## src/verilog/reset_power_pkg.sv

```systemverilog
package reset_power_pkg;

	// register byte addresses on the peripheral bus
	localparam logic [7:0] ADDR_STOP_KEY = 8'h00;
	localparam logic [7:0] ADDR_CLK_CTRL = 8'h04;
	localparam logic [7:0] ADDR_INT_MASK = 8'h08;
	localparam logic [7:0] ADDR_STATUS = 8'h0C;

	// stop key that arms the stop instruction
	localparam logic [7:0] STOP_KEY_VALUE = 8'hA5;
	localparam logic [7:0] STOP_KEY_RESET = 8'h00;

	// clock divider field inside clock_divider_control, 2'b00 selects osc/16
	localparam int CLKDIV_LSB = 3;
	localparam int CLKDIV_MSB = 4;
	localparam logic [1:0] CLKDIV_RESET = 2'h0;

	localparam logic [7:0] INT_MASK_RESET = 8'h00;

	// option byte address and the detector / power-on selection bit in it
	localparam logic [15:0] OPTION_BYTE_ADDR = 16'h003F;
	localparam int OPTION_LVD_BIT = 7;

	localparam logic [7:0] IDLE_OPCODE = 8'h6F;

	// reset pulse held for the oscillator stabilisation interval
	localparam int RESET_HOLD_CYCLES = 16;

	// status register fields
	localparam int ST_MODE_LSB = 0;
	localparam int ST_OPTION_BIT = 2;
	localparam int ST_CAUSE_LSB = 8;

	// reset cause bit positions
	localparam int CAUSE_PIN = 0;
	localparam int CAUSE_LVD = 1;
	localparam int CAUSE_INTERNAL_POWER_ON_RESET = 2;
	localparam int CAUSE_EXTINT = 3;
	localparam int CAUSE_SED = 4;
	localparam int CAUSE_WDT = 5;
	localparam int CAUSE_W = 6;

	typedef enum logic [1:0] {
		MODE_RUN,
		MODE_IDLE,
		MODE_STOP,
		MODE_BACKUP
	} pd_mode_t;

endpackage

```

## src/verilog/reset_power_ctrl.sv

```systemverilog
// How it works
// - option bit one keeps the low-voltage detector alive in all modes, stop included.
// - option bit zero blocks detector resets while in stop.
// - option zero in stop: an enabled external interrupt gives a system reset.
// - option zero in stop or abnormal: falling port edge gives a system reset.
// - option one in stop: supply rising through threshold with pin high resets.
// - reset pin rising resets only while supply is at or above threshold.
// - option zero in stop: power-on reset only for rise from below 0.4.
// - option bit is bit 7 of the option byte at 003FH.
// - idle opcode stops the cpu clock, listed peripherals keep clocking.
// - port directions are held as they were during idle.
// - reset ending idle restores control defaults and slowest clock, osc/16.
// - with every interrupt masked only a reset ends idle.
// - enabled interrupt ends idle and leaves the divider field unchanged.
// - option one: enabled external interrupt pins or a falling port edge wake stop; idle takes any unmasked level interrupt.
// - low pin, or supply falling through threshold while the detector is on, enters back-up.
// - back-up ends only on a pin or detector system reset.
// - watchdog resets are ignored during back-up.
// - software writes the stop key then stop halts oscillator and cpu.
// - stop is entered only with the key holding 0A5H.
// - stop ends on reset or external interrupt and clears the key.
// - option one: external interrupt in stop only wakes, no reset.
//
// The register addresses and register access over APB were decided locally.
`timescale 1ns/1ps

module reset_power_ctrl
	import reset_power_pkg::*;
#(
	parameter int N_EXT_INT = 10,
	parameter int N_INT_LEVEL = 8,
	parameter int ADDR_W = 8,
	parameter logic [7:0] STOP_OPCODE = 8'h7F
) (
	input wire logic pclk,
	input wire logic presetn,
	input wire logic ce,
	input wire logic psel,
	input wire logic penable,
	input wire logic pwrite,
	input wire logic [ADDR_W-1:0] paddr,
	input wire logic [31:0] pwdata,
	output logic [31:0] prdata,
	output logic pready,
	output logic pslverr,
	input wire logic [7:0] option_byte,
	input wire logic op_valid,
	input wire logic [7:0] op_code,
	input wire logic vdd_above_lvd,
	input wire logic vdd_above_por_floor,
	input wire logic reset_pin_low_active,
	input wire logic abnormal_state,
	input wire logic wdt_overflow,
	input wire logic [N_EXT_INT-1:0] ext_int_req,
	input wire logic [N_EXT_INT-1:0] ext_int_en,
	input wire logic [N_INT_LEVEL-1:0] int_level_req,
	input wire logic [7:0] port0_in,
	input wire logic [3:0] port2_hi_in,
	output logic sys_reset,
	output logic cpu_wake,
	output logic cpu_clk_en,
	output logic periph_clk_en,
	output logic osc_en,
	output logic lvd_enable,
	output logic internal_power_on_reset_enable,
	output logic port_dir_hold,
	output logic [1:0] clkdiv_sel,
	output reset_power_pkg::pd_mode_t mode
);
	import reset_power_pkg::*;

	function automatic logic is_reg(input logic [ADDR_W-1:0] a, input logic [7:0] r);
		is_reg = (a == ADDR_W'(r));
	endfunction

	////////////////////////////////////////////////////////////////////////
	// option capture and input history

	logic opt_lvd_r, opt_lvd_nxt;
	logic opt_done_r, opt_done_nxt;
	logic vdd_prev_r, vdd_prev_nxt;
	logic pin_prev_r, pin_prev_nxt;
	logic [11:0] port_prev_r, port_prev_nxt;
	logic [11:0] port_now;

	assign port_now = {port2_hi_in, port0_in};

	// option byte is a strap: caught on the first enabled edge after release
	always_comb begin
		opt_lvd_nxt = opt_lvd_r;
		opt_done_nxt = opt_done_r;
		if (!opt_done_r) begin
			opt_lvd_nxt = option_byte[OPTION_LVD_BIT];
			opt_done_nxt = 1'b1;
		end
		vdd_prev_nxt = vdd_above_lvd;
		pin_prev_nxt = reset_pin_low_active;
		port_prev_nxt = port_now;
	end

	always_ff @(posedge pclk or negedge presetn) begin
		if (!presetn) begin
			opt_lvd_r <= 1'b0;
			opt_done_r <= 1'b0;
			// history starts at idle levels so release alone fakes no edge
			vdd_prev_r <= 1'b1;
			pin_prev_r <= 1'b1;
			port_prev_r <= 12'hFFF;
		end else if (ce) begin
			opt_lvd_r <= opt_lvd_nxt;
			opt_done_r <= opt_done_nxt;
			vdd_prev_r <= vdd_prev_nxt;
			pin_prev_r <= pin_prev_nxt;
			port_prev_r <= port_prev_nxt;
		end
	end

	////////////////////////////////////////////////////////////////////////
	// reset sources

	pd_mode_t mode_r, mode_nxt;
	logic [4:0] rst_cnt_r, rst_cnt_nxt;
	logic internal_power_on_reset_armed_r, internal_power_on_reset_armed_nxt;
	logic sys_reset_r, sys_reset_nxt;
	logic wake_r, wake_nxt;
	logic [7:0] stop_key_r;
	logic [1:0] clkdiv_r;
	logic [N_INT_LEVEL-1:0] imask_r;

	logic in_stop, lvd_active, vdd_rise, pin_rise, port_fall, ext_hit;
	logic rst_pin, rst_lvd, rst_internal_power_on_reset, rst_ext, rst_sed, rst_wdt;
	logic rst_req, backup_entry, idle_wake, stop_wake, stop_go, stop_leave;
	logic [CAUSE_W-1:0] cause_vec;

	assign in_stop = (mode_r == MODE_STOP);
	assign lvd_active = opt_lvd_r || !in_stop;
	assign vdd_rise = vdd_above_lvd && !vdd_prev_r;
	assign pin_rise = reset_pin_low_active && !pin_prev_r;
	assign port_fall = |(port_prev_r & ~port_now);
	assign ext_hit = |(ext_int_req & ext_int_en);

	assign rst_pin = pin_rise && vdd_above_lvd;
	assign rst_lvd = lvd_active && vdd_rise && reset_pin_low_active;
	// power-on source only counts a rise that began below the 0.4 floor
	assign rst_internal_power_on_reset = !opt_lvd_r && in_stop && vdd_rise && internal_power_on_reset_armed_r
		&& reset_pin_low_active;
	assign rst_ext = !opt_lvd_r && in_stop && ext_hit;
	assign rst_sed = !opt_lvd_r && (in_stop || abnormal_state) && port_fall;
	assign rst_wdt = wdt_overflow && (mode_r != MODE_BACKUP);

	// in back-up only the pin and the detector may release the chip
	assign rst_req = (mode_r == MODE_BACKUP) ? (rst_pin || rst_lvd)
		: (rst_pin || rst_lvd || rst_internal_power_on_reset || rst_ext || rst_sed || rst_wdt);

	// with the detector off in stop a sagging supply does not enter back-up
	assign backup_entry = !reset_pin_low_active
		|| (lvd_active && !vdd_above_lvd);

	assign idle_wake = |(int_level_req & imask_r);
	assign stop_wake = opt_lvd_r && (ext_hit || port_fall);
	assign stop_go = op_valid && (op_code == STOP_OPCODE)
		&& (stop_key_r == STOP_KEY_VALUE) && !abnormal_state;

	always_comb begin
		cause_vec = '0;
		cause_vec[CAUSE_PIN] = rst_pin;
		cause_vec[CAUSE_LVD] = rst_lvd;
		cause_vec[CAUSE_INTERNAL_POWER_ON_RESET] = rst_internal_power_on_reset;
		cause_vec[CAUSE_EXTINT] = rst_ext;
		cause_vec[CAUSE_SED] = rst_sed;
		cause_vec[CAUSE_WDT] = rst_wdt;
	end

	////////////////////////////////////////////////////////////////////////
	// power mode sequencer

	always_comb begin
		mode_nxt = mode_r;
		rst_cnt_nxt = rst_cnt_r;
		wake_nxt = 1'b0;
		internal_power_on_reset_armed_nxt = internal_power_on_reset_armed_r;
		if (in_stop && !opt_lvd_r && !vdd_above_por_floor)
			internal_power_on_reset_armed_nxt = 1'b1;
		if (backup_entry) begin
			mode_nxt = MODE_BACKUP;
			rst_cnt_nxt = 5'h00;
			internal_power_on_reset_armed_nxt = 1'b0;
		end else if (rst_req) begin
			// merged sources restart the whole hold interval
			mode_nxt = MODE_RUN;
			rst_cnt_nxt = 5'(RESET_HOLD_CYCLES);
			internal_power_on_reset_armed_nxt = 1'b0;
		end else if (rst_cnt_r != 5'h00) begin
			rst_cnt_nxt = rst_cnt_r - 5'h01;
		end else begin
			case (mode_r)
				MODE_RUN: begin
					if (op_valid && op_code == IDLE_OPCODE)
						mode_nxt = MODE_IDLE;
					else if (stop_go)
						mode_nxt = MODE_STOP;
				end
				MODE_IDLE: begin
					if (idle_wake) begin
						mode_nxt = MODE_RUN;
						wake_nxt = 1'b1;
					end
				end
				MODE_STOP: begin
					if (stop_wake) begin
						mode_nxt = MODE_RUN;
						wake_nxt = 1'b1;
						internal_power_on_reset_armed_nxt = 1'b0;
					end
				end
				MODE_BACKUP: mode_nxt = MODE_BACKUP;
				default: mode_nxt = MODE_RUN;
			endcase
		end
		sys_reset_nxt = (rst_cnt_nxt != 5'h00);
	end

	always_ff @(posedge pclk or negedge presetn) begin
		if (!presetn) begin
			mode_r <= MODE_RUN;
			rst_cnt_r <= 5'h00;
			internal_power_on_reset_armed_r <= 1'b0;
			sys_reset_r <= 1'b0;
			wake_r <= 1'b0;
		end else if (ce) begin
			mode_r <= mode_nxt;
			rst_cnt_r <= rst_cnt_nxt;
			internal_power_on_reset_armed_r <= internal_power_on_reset_armed_nxt;
			sys_reset_r <= sys_reset_nxt;
			wake_r <= wake_nxt;
		end
	end

	assign stop_leave = in_stop && (mode_nxt != MODE_STOP);

	////////////////////////////////////////////////////////////////////////
	// apb register file

	logic [7:0] stop_key_nxt;
	logic [1:0] clkdiv_nxt;
	logic [N_INT_LEVEL-1:0] imask_nxt;
	logic [CAUSE_W-1:0] cause_r, cause_nxt;
	logic [31:0] prdata_r, prdata_nxt;
	logic mapped, wr_en;

	assign mapped = is_reg(paddr, ADDR_STOP_KEY) || is_reg(paddr, ADDR_CLK_CTRL)
		|| is_reg(paddr, ADDR_INT_MASK) || is_reg(paddr, ADDR_STATUS);
	assign wr_en = psel && penable && pwrite && mapped;

	always_comb begin
		stop_key_nxt = stop_key_r;
		clkdiv_nxt = clkdiv_r;
		imask_nxt = imask_r;
		cause_nxt = cause_r;
		prdata_nxt = prdata_r;
		if (stop_leave)
			stop_key_nxt = STOP_KEY_RESET;
		if (wr_en && is_reg(paddr, ADDR_STOP_KEY))
			stop_key_nxt = pwdata[7:0];
		if (wr_en && is_reg(paddr, ADDR_CLK_CTRL))
			clkdiv_nxt = pwdata[CLKDIV_MSB:CLKDIV_LSB];
		if (wr_en && is_reg(paddr, ADDR_INT_MASK))
			imask_nxt = pwdata[N_INT_LEVEL-1:0];
		// a system reset returns control state to defaults, divider to osc/16
		if (!backup_entry && rst_req) begin
			stop_key_nxt = STOP_KEY_RESET;
			clkdiv_nxt = CLKDIV_RESET;
			imask_nxt = INT_MASK_RESET;
			cause_nxt = cause_vec;
		end
		if (psel && !penable) begin
			prdata_nxt = 32'h0000_0000;
			if (is_reg(paddr, ADDR_STOP_KEY))
				prdata_nxt[7:0] = stop_key_r;
			else if (is_reg(paddr, ADDR_CLK_CTRL))
				prdata_nxt[CLKDIV_MSB:CLKDIV_LSB] = clkdiv_r;
			else if (is_reg(paddr, ADDR_INT_MASK))
				prdata_nxt[N_INT_LEVEL-1:0] = imask_r;
			else if (is_reg(paddr, ADDR_STATUS)) begin
				prdata_nxt[ST_MODE_LSB +: 2] = mode_r;
				prdata_nxt[ST_OPTION_BIT] = opt_lvd_r;
				prdata_nxt[ST_CAUSE_LSB +: CAUSE_W] = cause_r;
			end
		end
	end

	always_ff @(posedge pclk or negedge presetn) begin
		if (!presetn) begin
			stop_key_r <= STOP_KEY_RESET;
			clkdiv_r <= CLKDIV_RESET;
			imask_r <= INT_MASK_RESET;
			cause_r <= '0;
			prdata_r <= 32'h0000_0000;
		end else if (ce) begin
			stop_key_r <= stop_key_nxt;
			clkdiv_r <= clkdiv_nxt;
			imask_r <= imask_nxt;
			cause_r <= cause_nxt;
			prdata_r <= prdata_nxt;
		end
	end

	// zero wait states: read data is prepared during the setup phase
	assign pready = 1'b1;
	assign pslverr = psel && penable && !mapped;
	assign prdata = prdata_r;

	////////////////////////////////////////////////////////////////////////
	// outputs

	assign sys_reset = sys_reset_r;
	assign cpu_wake = wake_r;
	assign mode = mode_r;
	assign cpu_clk_en = (mode_r == MODE_RUN) && !sys_reset_r;
	// interrupt logic, timers, counter and comparator keep clock in idle
	assign periph_clk_en = (mode_r == MODE_RUN) || (mode_r == MODE_IDLE);
	assign osc_en = (mode_r == MODE_RUN) || (mode_r == MODE_IDLE);
	assign lvd_enable = lvd_active;
	assign internal_power_on_reset_enable = !lvd_active;
	assign port_dir_hold = (mode_r == MODE_IDLE);
	assign clkdiv_sel = clkdiv_r;
endmodule

```

## config.mk

```make
export PLATFORM = sky130hd
export DESIGN_NAME = reset_power_ctrl
export DESIGN_NICKNAME = d
export VERILOG_FILES = /design/src/verilog/reset_power_pkg.sv /design/src/verilog/reset_power_ctrl.sv
export SDC_FILE = /design/constraint.sdc
export NUM_CORES = 1
export LEC_CHECK = 0
export BUFFER_PORTS_ARGS = -buffer_cell sky130_fd_sc_hd__buf_4
export CAP_MARGIN = 20
export CORE_MARGIN = 2
export CORE_UTILIZATION = 39
export CTS_CLUSTER_SIZE = 14
export DETAILED_ROUTE_END_ITERATION = 8
export PLACE_DENSITY = 0.71
export SLEW_MARGIN = 0
export SYNTH_ARGS = -nofsm -noshare
export SYNTH_HDL_FRONTEND = slang
export SYNTH_SLANG_ARGS = --single-unit
export TNS_END_PERCENT = 10
```

## constraint.sdc

```tcl
create_clock -name pclk -period 3.1 [get_ports pclk]
set_clock_uncertainty 0.15 [all_clocks]
set_input_delay 0.31 -clock pclk [delete_from_list [all_inputs] [get_ports pclk]]
set_output_delay 0.31 -clock pclk [all_outputs]
set_load 0.02 [all_outputs]
```

# == Word-level counts from Yosys, hierarchy flattened ==
# Cells that the tools add are included.
# totals
ff_bits,64
latch_bits,0
ramBits,0
romBits,0
inputBits,108
word_cells,146
n_memories,0
# classes
addsub,1
mul,0
n_div,0
n_lt_le_gt_ge,0
eq_ne,11
shifts,0
n_mux,41
bitwise,5
reduce_logical,73
# op_table
cell,n
two-way mux 8 bit,6
logical AND 1 bit,31
two-way mux 2 bit,10
two-way mux 5 bit,4
two-way mux 6 bit,3
"equality test 8 x 4 -> 1 bit, second input constant",2
"equality test 8 x 7 -> 1 bit, second input constant",2
zero test 1 bit,13
logical OR 1 bit,13
bitwise AND 12 bit,1
two-way mux 1 bit,12
inverter 12 bit,1
AND reduction 2 bit,6
OR reduction 12 bit,1
bitwise AND 10 bit,1
nonzero test 5 bit,2
OR reduction 10 bit,1
two-way mux 3 bit,3
two-way mux 9 bit,1
bitwise AND 8 bit,1
"equality test 8 x 3 -> 1 bit, second input constant",1
"equality test 8 bit, second input constant",1
zero test 8 bit,1
one-hot mux 2 bit (4 select lines),1
other kinds (10),13

# == Logic depth before layout (Yosys ltp) ==
# logic_depth
ltp_word,18
mapped_depth,10

# == Least setup slack after synthesis ==
# Ideal clock, no wire load.
# synth_path
path_type,register to register
start,register rst_cnt_r[0]
end,register stop_key_r[0]
setup_time_ns,0.066
t_arrival_ns,2.690
required_time_ns,2.884
path_slack_ns,0.193
stages_incl_launch_ff,10
n_path_buf,0
period_less_slack_ns,2.907
cell_sequence,dfrtp_1 -> inv_1 -> ha_1 -> or4b_4 -> or4_4 -> nor2_2 -> o22ai_1 -> a311o_1 -> o31ai_4 -> a22o_1
# synth_between
elab_chain_len,8
# synth_lines
element,line_no,text
start: declaration,reset_power_ctrl.sv:122,"logic [4:0] rst_cnt_r, rst_cnt_nxt;"
start signal: assignment,reset_power_ctrl.sv:232,rst_cnt_r <= rst_cnt_nxt;
nonzero test 5 bit,reset_power_ctrl.sv:193,end else if (rst_cnt_r != 5'h00) begin
two-way mux 2 bit,reset_power_ctrl.sv:193,
two-way mux 2 bit,reset_power_ctrl.sv:188,end else if (rst_req) begin
two-way mux 2 bit,reset_power_ctrl.sv:184,if (backup_entry) begin
!= test 2 bit,reset_power_ctrl.sv:239,assign stop_leave = in_stop && (mode_nxt != MODE_STOP);
logical AND 1 bit,reset_power_ctrl.sv:239,
nonzero test 3 bit (no source line),n/a,
AND reduction 2 bit (no source line),n/a,
end signal: assignment,reset_power_ctrl.sv:300,stop_key_r <= stop_key_nxt;
end: declaration,reset_power_ctrl.sv:126,logic [7:0] stop_key_r;
# Every way passes these cells.
# A chain may end at the register's enable or synchronous reset.

# == Final worst setup path ==
# layout_path
start,register rst_cnt_r[1]
end,register stop_key_r[2]
# The elaborated chain is that of the path after synthesis.

==> reports/metrics.cfg <==
[global_routing]
antenna_found_initial = 0
grt_pass1_vias = 2975
grt_pass1_wl_mm = 14.1
grtUsageMet3_pct = 4.96
grt_util_met2_pct = 31.9
overflow = 0
grt_usage_pct = 18.2
grt_use_met1_pct = 21.8
grt.busiest_layer = met2
grt_start_max_net_pins = 65

[timing]
period_needed_ns = 2.91
hold_slack_ns = 0.0399
drv_slew = 0
finalHoldViolations = 0
max_slew.worst_pin.slew_ns = 0.791
fin_ws_ns = 0.192
max_freq_mhz = 344
setup_viol = 0
tns_ns = 0
relSlewSlack_pct = 47.2
finalCritPeriodShare_pct = 93.8
rsz0062_at_grt = false

[die]
initial_utilization_pct = 39.7
die_area_um2 = 9510
pin_count = 154
die_y_um = 97.5
core_area_um2 = 8590
die_x_um = 97.5
rows = 34

[final_layout]
layout_commonest_cell = buf_4
areaGrowthSynthToFinish_pct = 33.6
fill_cells = 764
nets = 560
mostFrequentLayoutCells = buf_4 (115), dfrtp_1 (50), nand2_1 (26), a22o_1 (26), o21ai_0 (22)
antennaDiodeCount = 0
drive_above_1_share_pct = 37.3
post-route-util_pct = 53.0

[setup_path]
startpoint_type = flip-flop
critPathRequiredTime_ns = 3.23
worstPathArrival_ns = 3.04
cp-end-kind = flip-flop
r2r_slack_ns = 0.19
path_max_fanout = 8
crit_type = reg -> reg

[run_status]
status = finished clean

[clock_network]
cts_sinks = 64
numCtsBuffers = 9
cts_repair_resize_count = 0
clock_path_buffers = 2
clock_latency_ns = 0.34
clk_pin_slew_ns = 0.08
cts_htree_levels = 3
tritoncts = yes
cts-root-buf = clkbuf_8

[logic_synthesis]
postSynthAreaPerCell_um2 = 10.3
synth_compound_area_share_pct = 20.5
synth_top_area_share_pct = 36.7
synthAdderAreaFrac_pct = 2.20
async_flop_share_pct = 100
synth-main-ff-cell = dfrtp_1
netlist_area_um2 = 3410
synthMuxAreaShare_pct = 7.30
yosys_warnings = 0
ys_types = 52
synth_top_area_cell = dfrtp_1
synth_xor_area_share_pct = 0.257
synth_edf_count = 0
syn-instance-count = 330
seq_area_frac_synth_pct = 47.5
synth_top_family_by_area = compound AO/OA/AOI/OAI gates
synth.area.top_cells = dfrtp_1 (37%), dfstp_2 (11%), a22o_1 (6.7%), mux2_2 (5.0%), buf_4 (4.4%)
ys_seq_elements = 64
synthSimpleGateAreaFrac_pct = 15.5

[place]
place_ws_ns = 0.0709
dp_hpwl_mm = 6.42
place.gp.congestion = 0.850
numPortBuffers = 103

[detailed_routing]
vias = 2930
drt_iter0_drc = 131
drc = 0
wl_per_cell_um = 15.3
detail-route-antenna-nets = 0
via_per_inst = 5.24
wirelength_mm = 8.53
first_pass_iters = 4

[power]
total_leakage_power_nw = 2.15
power_density_nw_per_um2 = 521
vdd_drop_max_mv = 0.438

[worst_hold_path]
hold_path_class = in -> reg

[run]
maxCapViolCount = 0

==> through the flow <==
step	cell area, um2	power, mW	std cells
finish	4560	2.37	559
global route	4560	2.48	559
CTS	4550	2.39	558
detailed placement	4290	1.48	541
global placement	4290	1.47	541
floorplan	3470	1.28	347
==> timing repair <==
| item | in CTS | in global routing |
|---|---|---|
| hold buffers | 1 | 0 |
| setup buffers | 0 | 1 |
| hold endpoints to repair | 50 | 0 |
| setup endpoints to repair | 0 | 8 |
==> routing by layer <==
layer	wire (um)	part of all wire, %
met2	4350	51
met1	3510	41
met4	116	1.4
met5	0	0
met3	556	6.5
==> registers in the layout (all words and copies together), names as in the netlist <==
name / flops
prdata: 14
port_prev_r: 12
imask_r: 8
stop_key_r: 8
cause_r: 6
rst_cnt_r: 5
clkdiv_sel: 2
mode: 2
cpu_wake: 1
internal_power_on_reset_armed_r: 1
opt_done_r: 1
opt_lvd_r: 1
pin_prev_r: 1
sys_reset: 1
vdd_prev_r: 1
==> critical path, stage by stage, from the launching register on <==
cell	delay, ns
dfrtp_1	0.40
inv_1	0.07
ha_1	0.15
or4b_4	0.48
or4_4	0.51
nor2_2	0.11
o22ai_1	0.10
a311o_1	0.38
o31ai_4	0.17
buf_4	0.19
a22o_1	0.15
==> final cells by class <==
cell class                      count  area (um2)  area share [%]
Clock buffer                       10         138            3.02
Clock inverter                      6         115            2.53
Inverter                           11        41.3           0.906
Multi-Input combinational cell    244        1630            35.9
Sequential cell                    64        1620            35.5
Tap cell                          108         135            2.97
Timing Repair Buffer              116         873            19.2
==> power by group <==
part           internal (mW)  total [mW]  switching, mW
Sequential             0.907       0.944         0.0375
Clock                  0.560       0.898          0.338
Combinational          0.246       0.530          0.284
Total                   1.71        2.37          0.659
==> cells in the mapped netlist, types with 6 or more instances <==
library cell / n
nor2b_1: 6
mux2i_1: 8
dfstp_2: 14
mux2_2: 15
a22oi_1: 7
nor3_1: 7
a22o_1: 26
dfrtp_1: 50
a21oi_1: 7
nand2b_1: 13
inv_1: 10
nand2_1: 26
nor2_1: 18
buf_4: 20
o21ai_0: 22
ha_1: 6
==> logic make-up after synthesis <==
| group | after synthesis |
|---|---|
| other | 2 |
| AO/OA/AOI/OAI | 95 |
| buffers and inverters | 39 |
| AND/OR/NAND/NOR | 100 |
| XOR/XNOR | 1 |
| flip-flops | 64 |
| adder cells (fa/ha/maj) | 6 |
| multiplexers | 23 |
==> path summary, 6_finish.rpt <==
kind	startpoint	end	cells past startpoint
max reg2reg	rst_cnt_r[1]	stop_key_r[2]	10
max in group asynchronous	presetn	opt_lvd_r	2
max	rst_cnt_r[1]	stop_key_r[2]	10
min in group asynchronous	presetn	prdata[3]	2
min	port0_in[4]	port_prev_r[4]	3
min reg2reg	prdata[7]	prdata[7]	2
(Power assumes the default switching activity.)
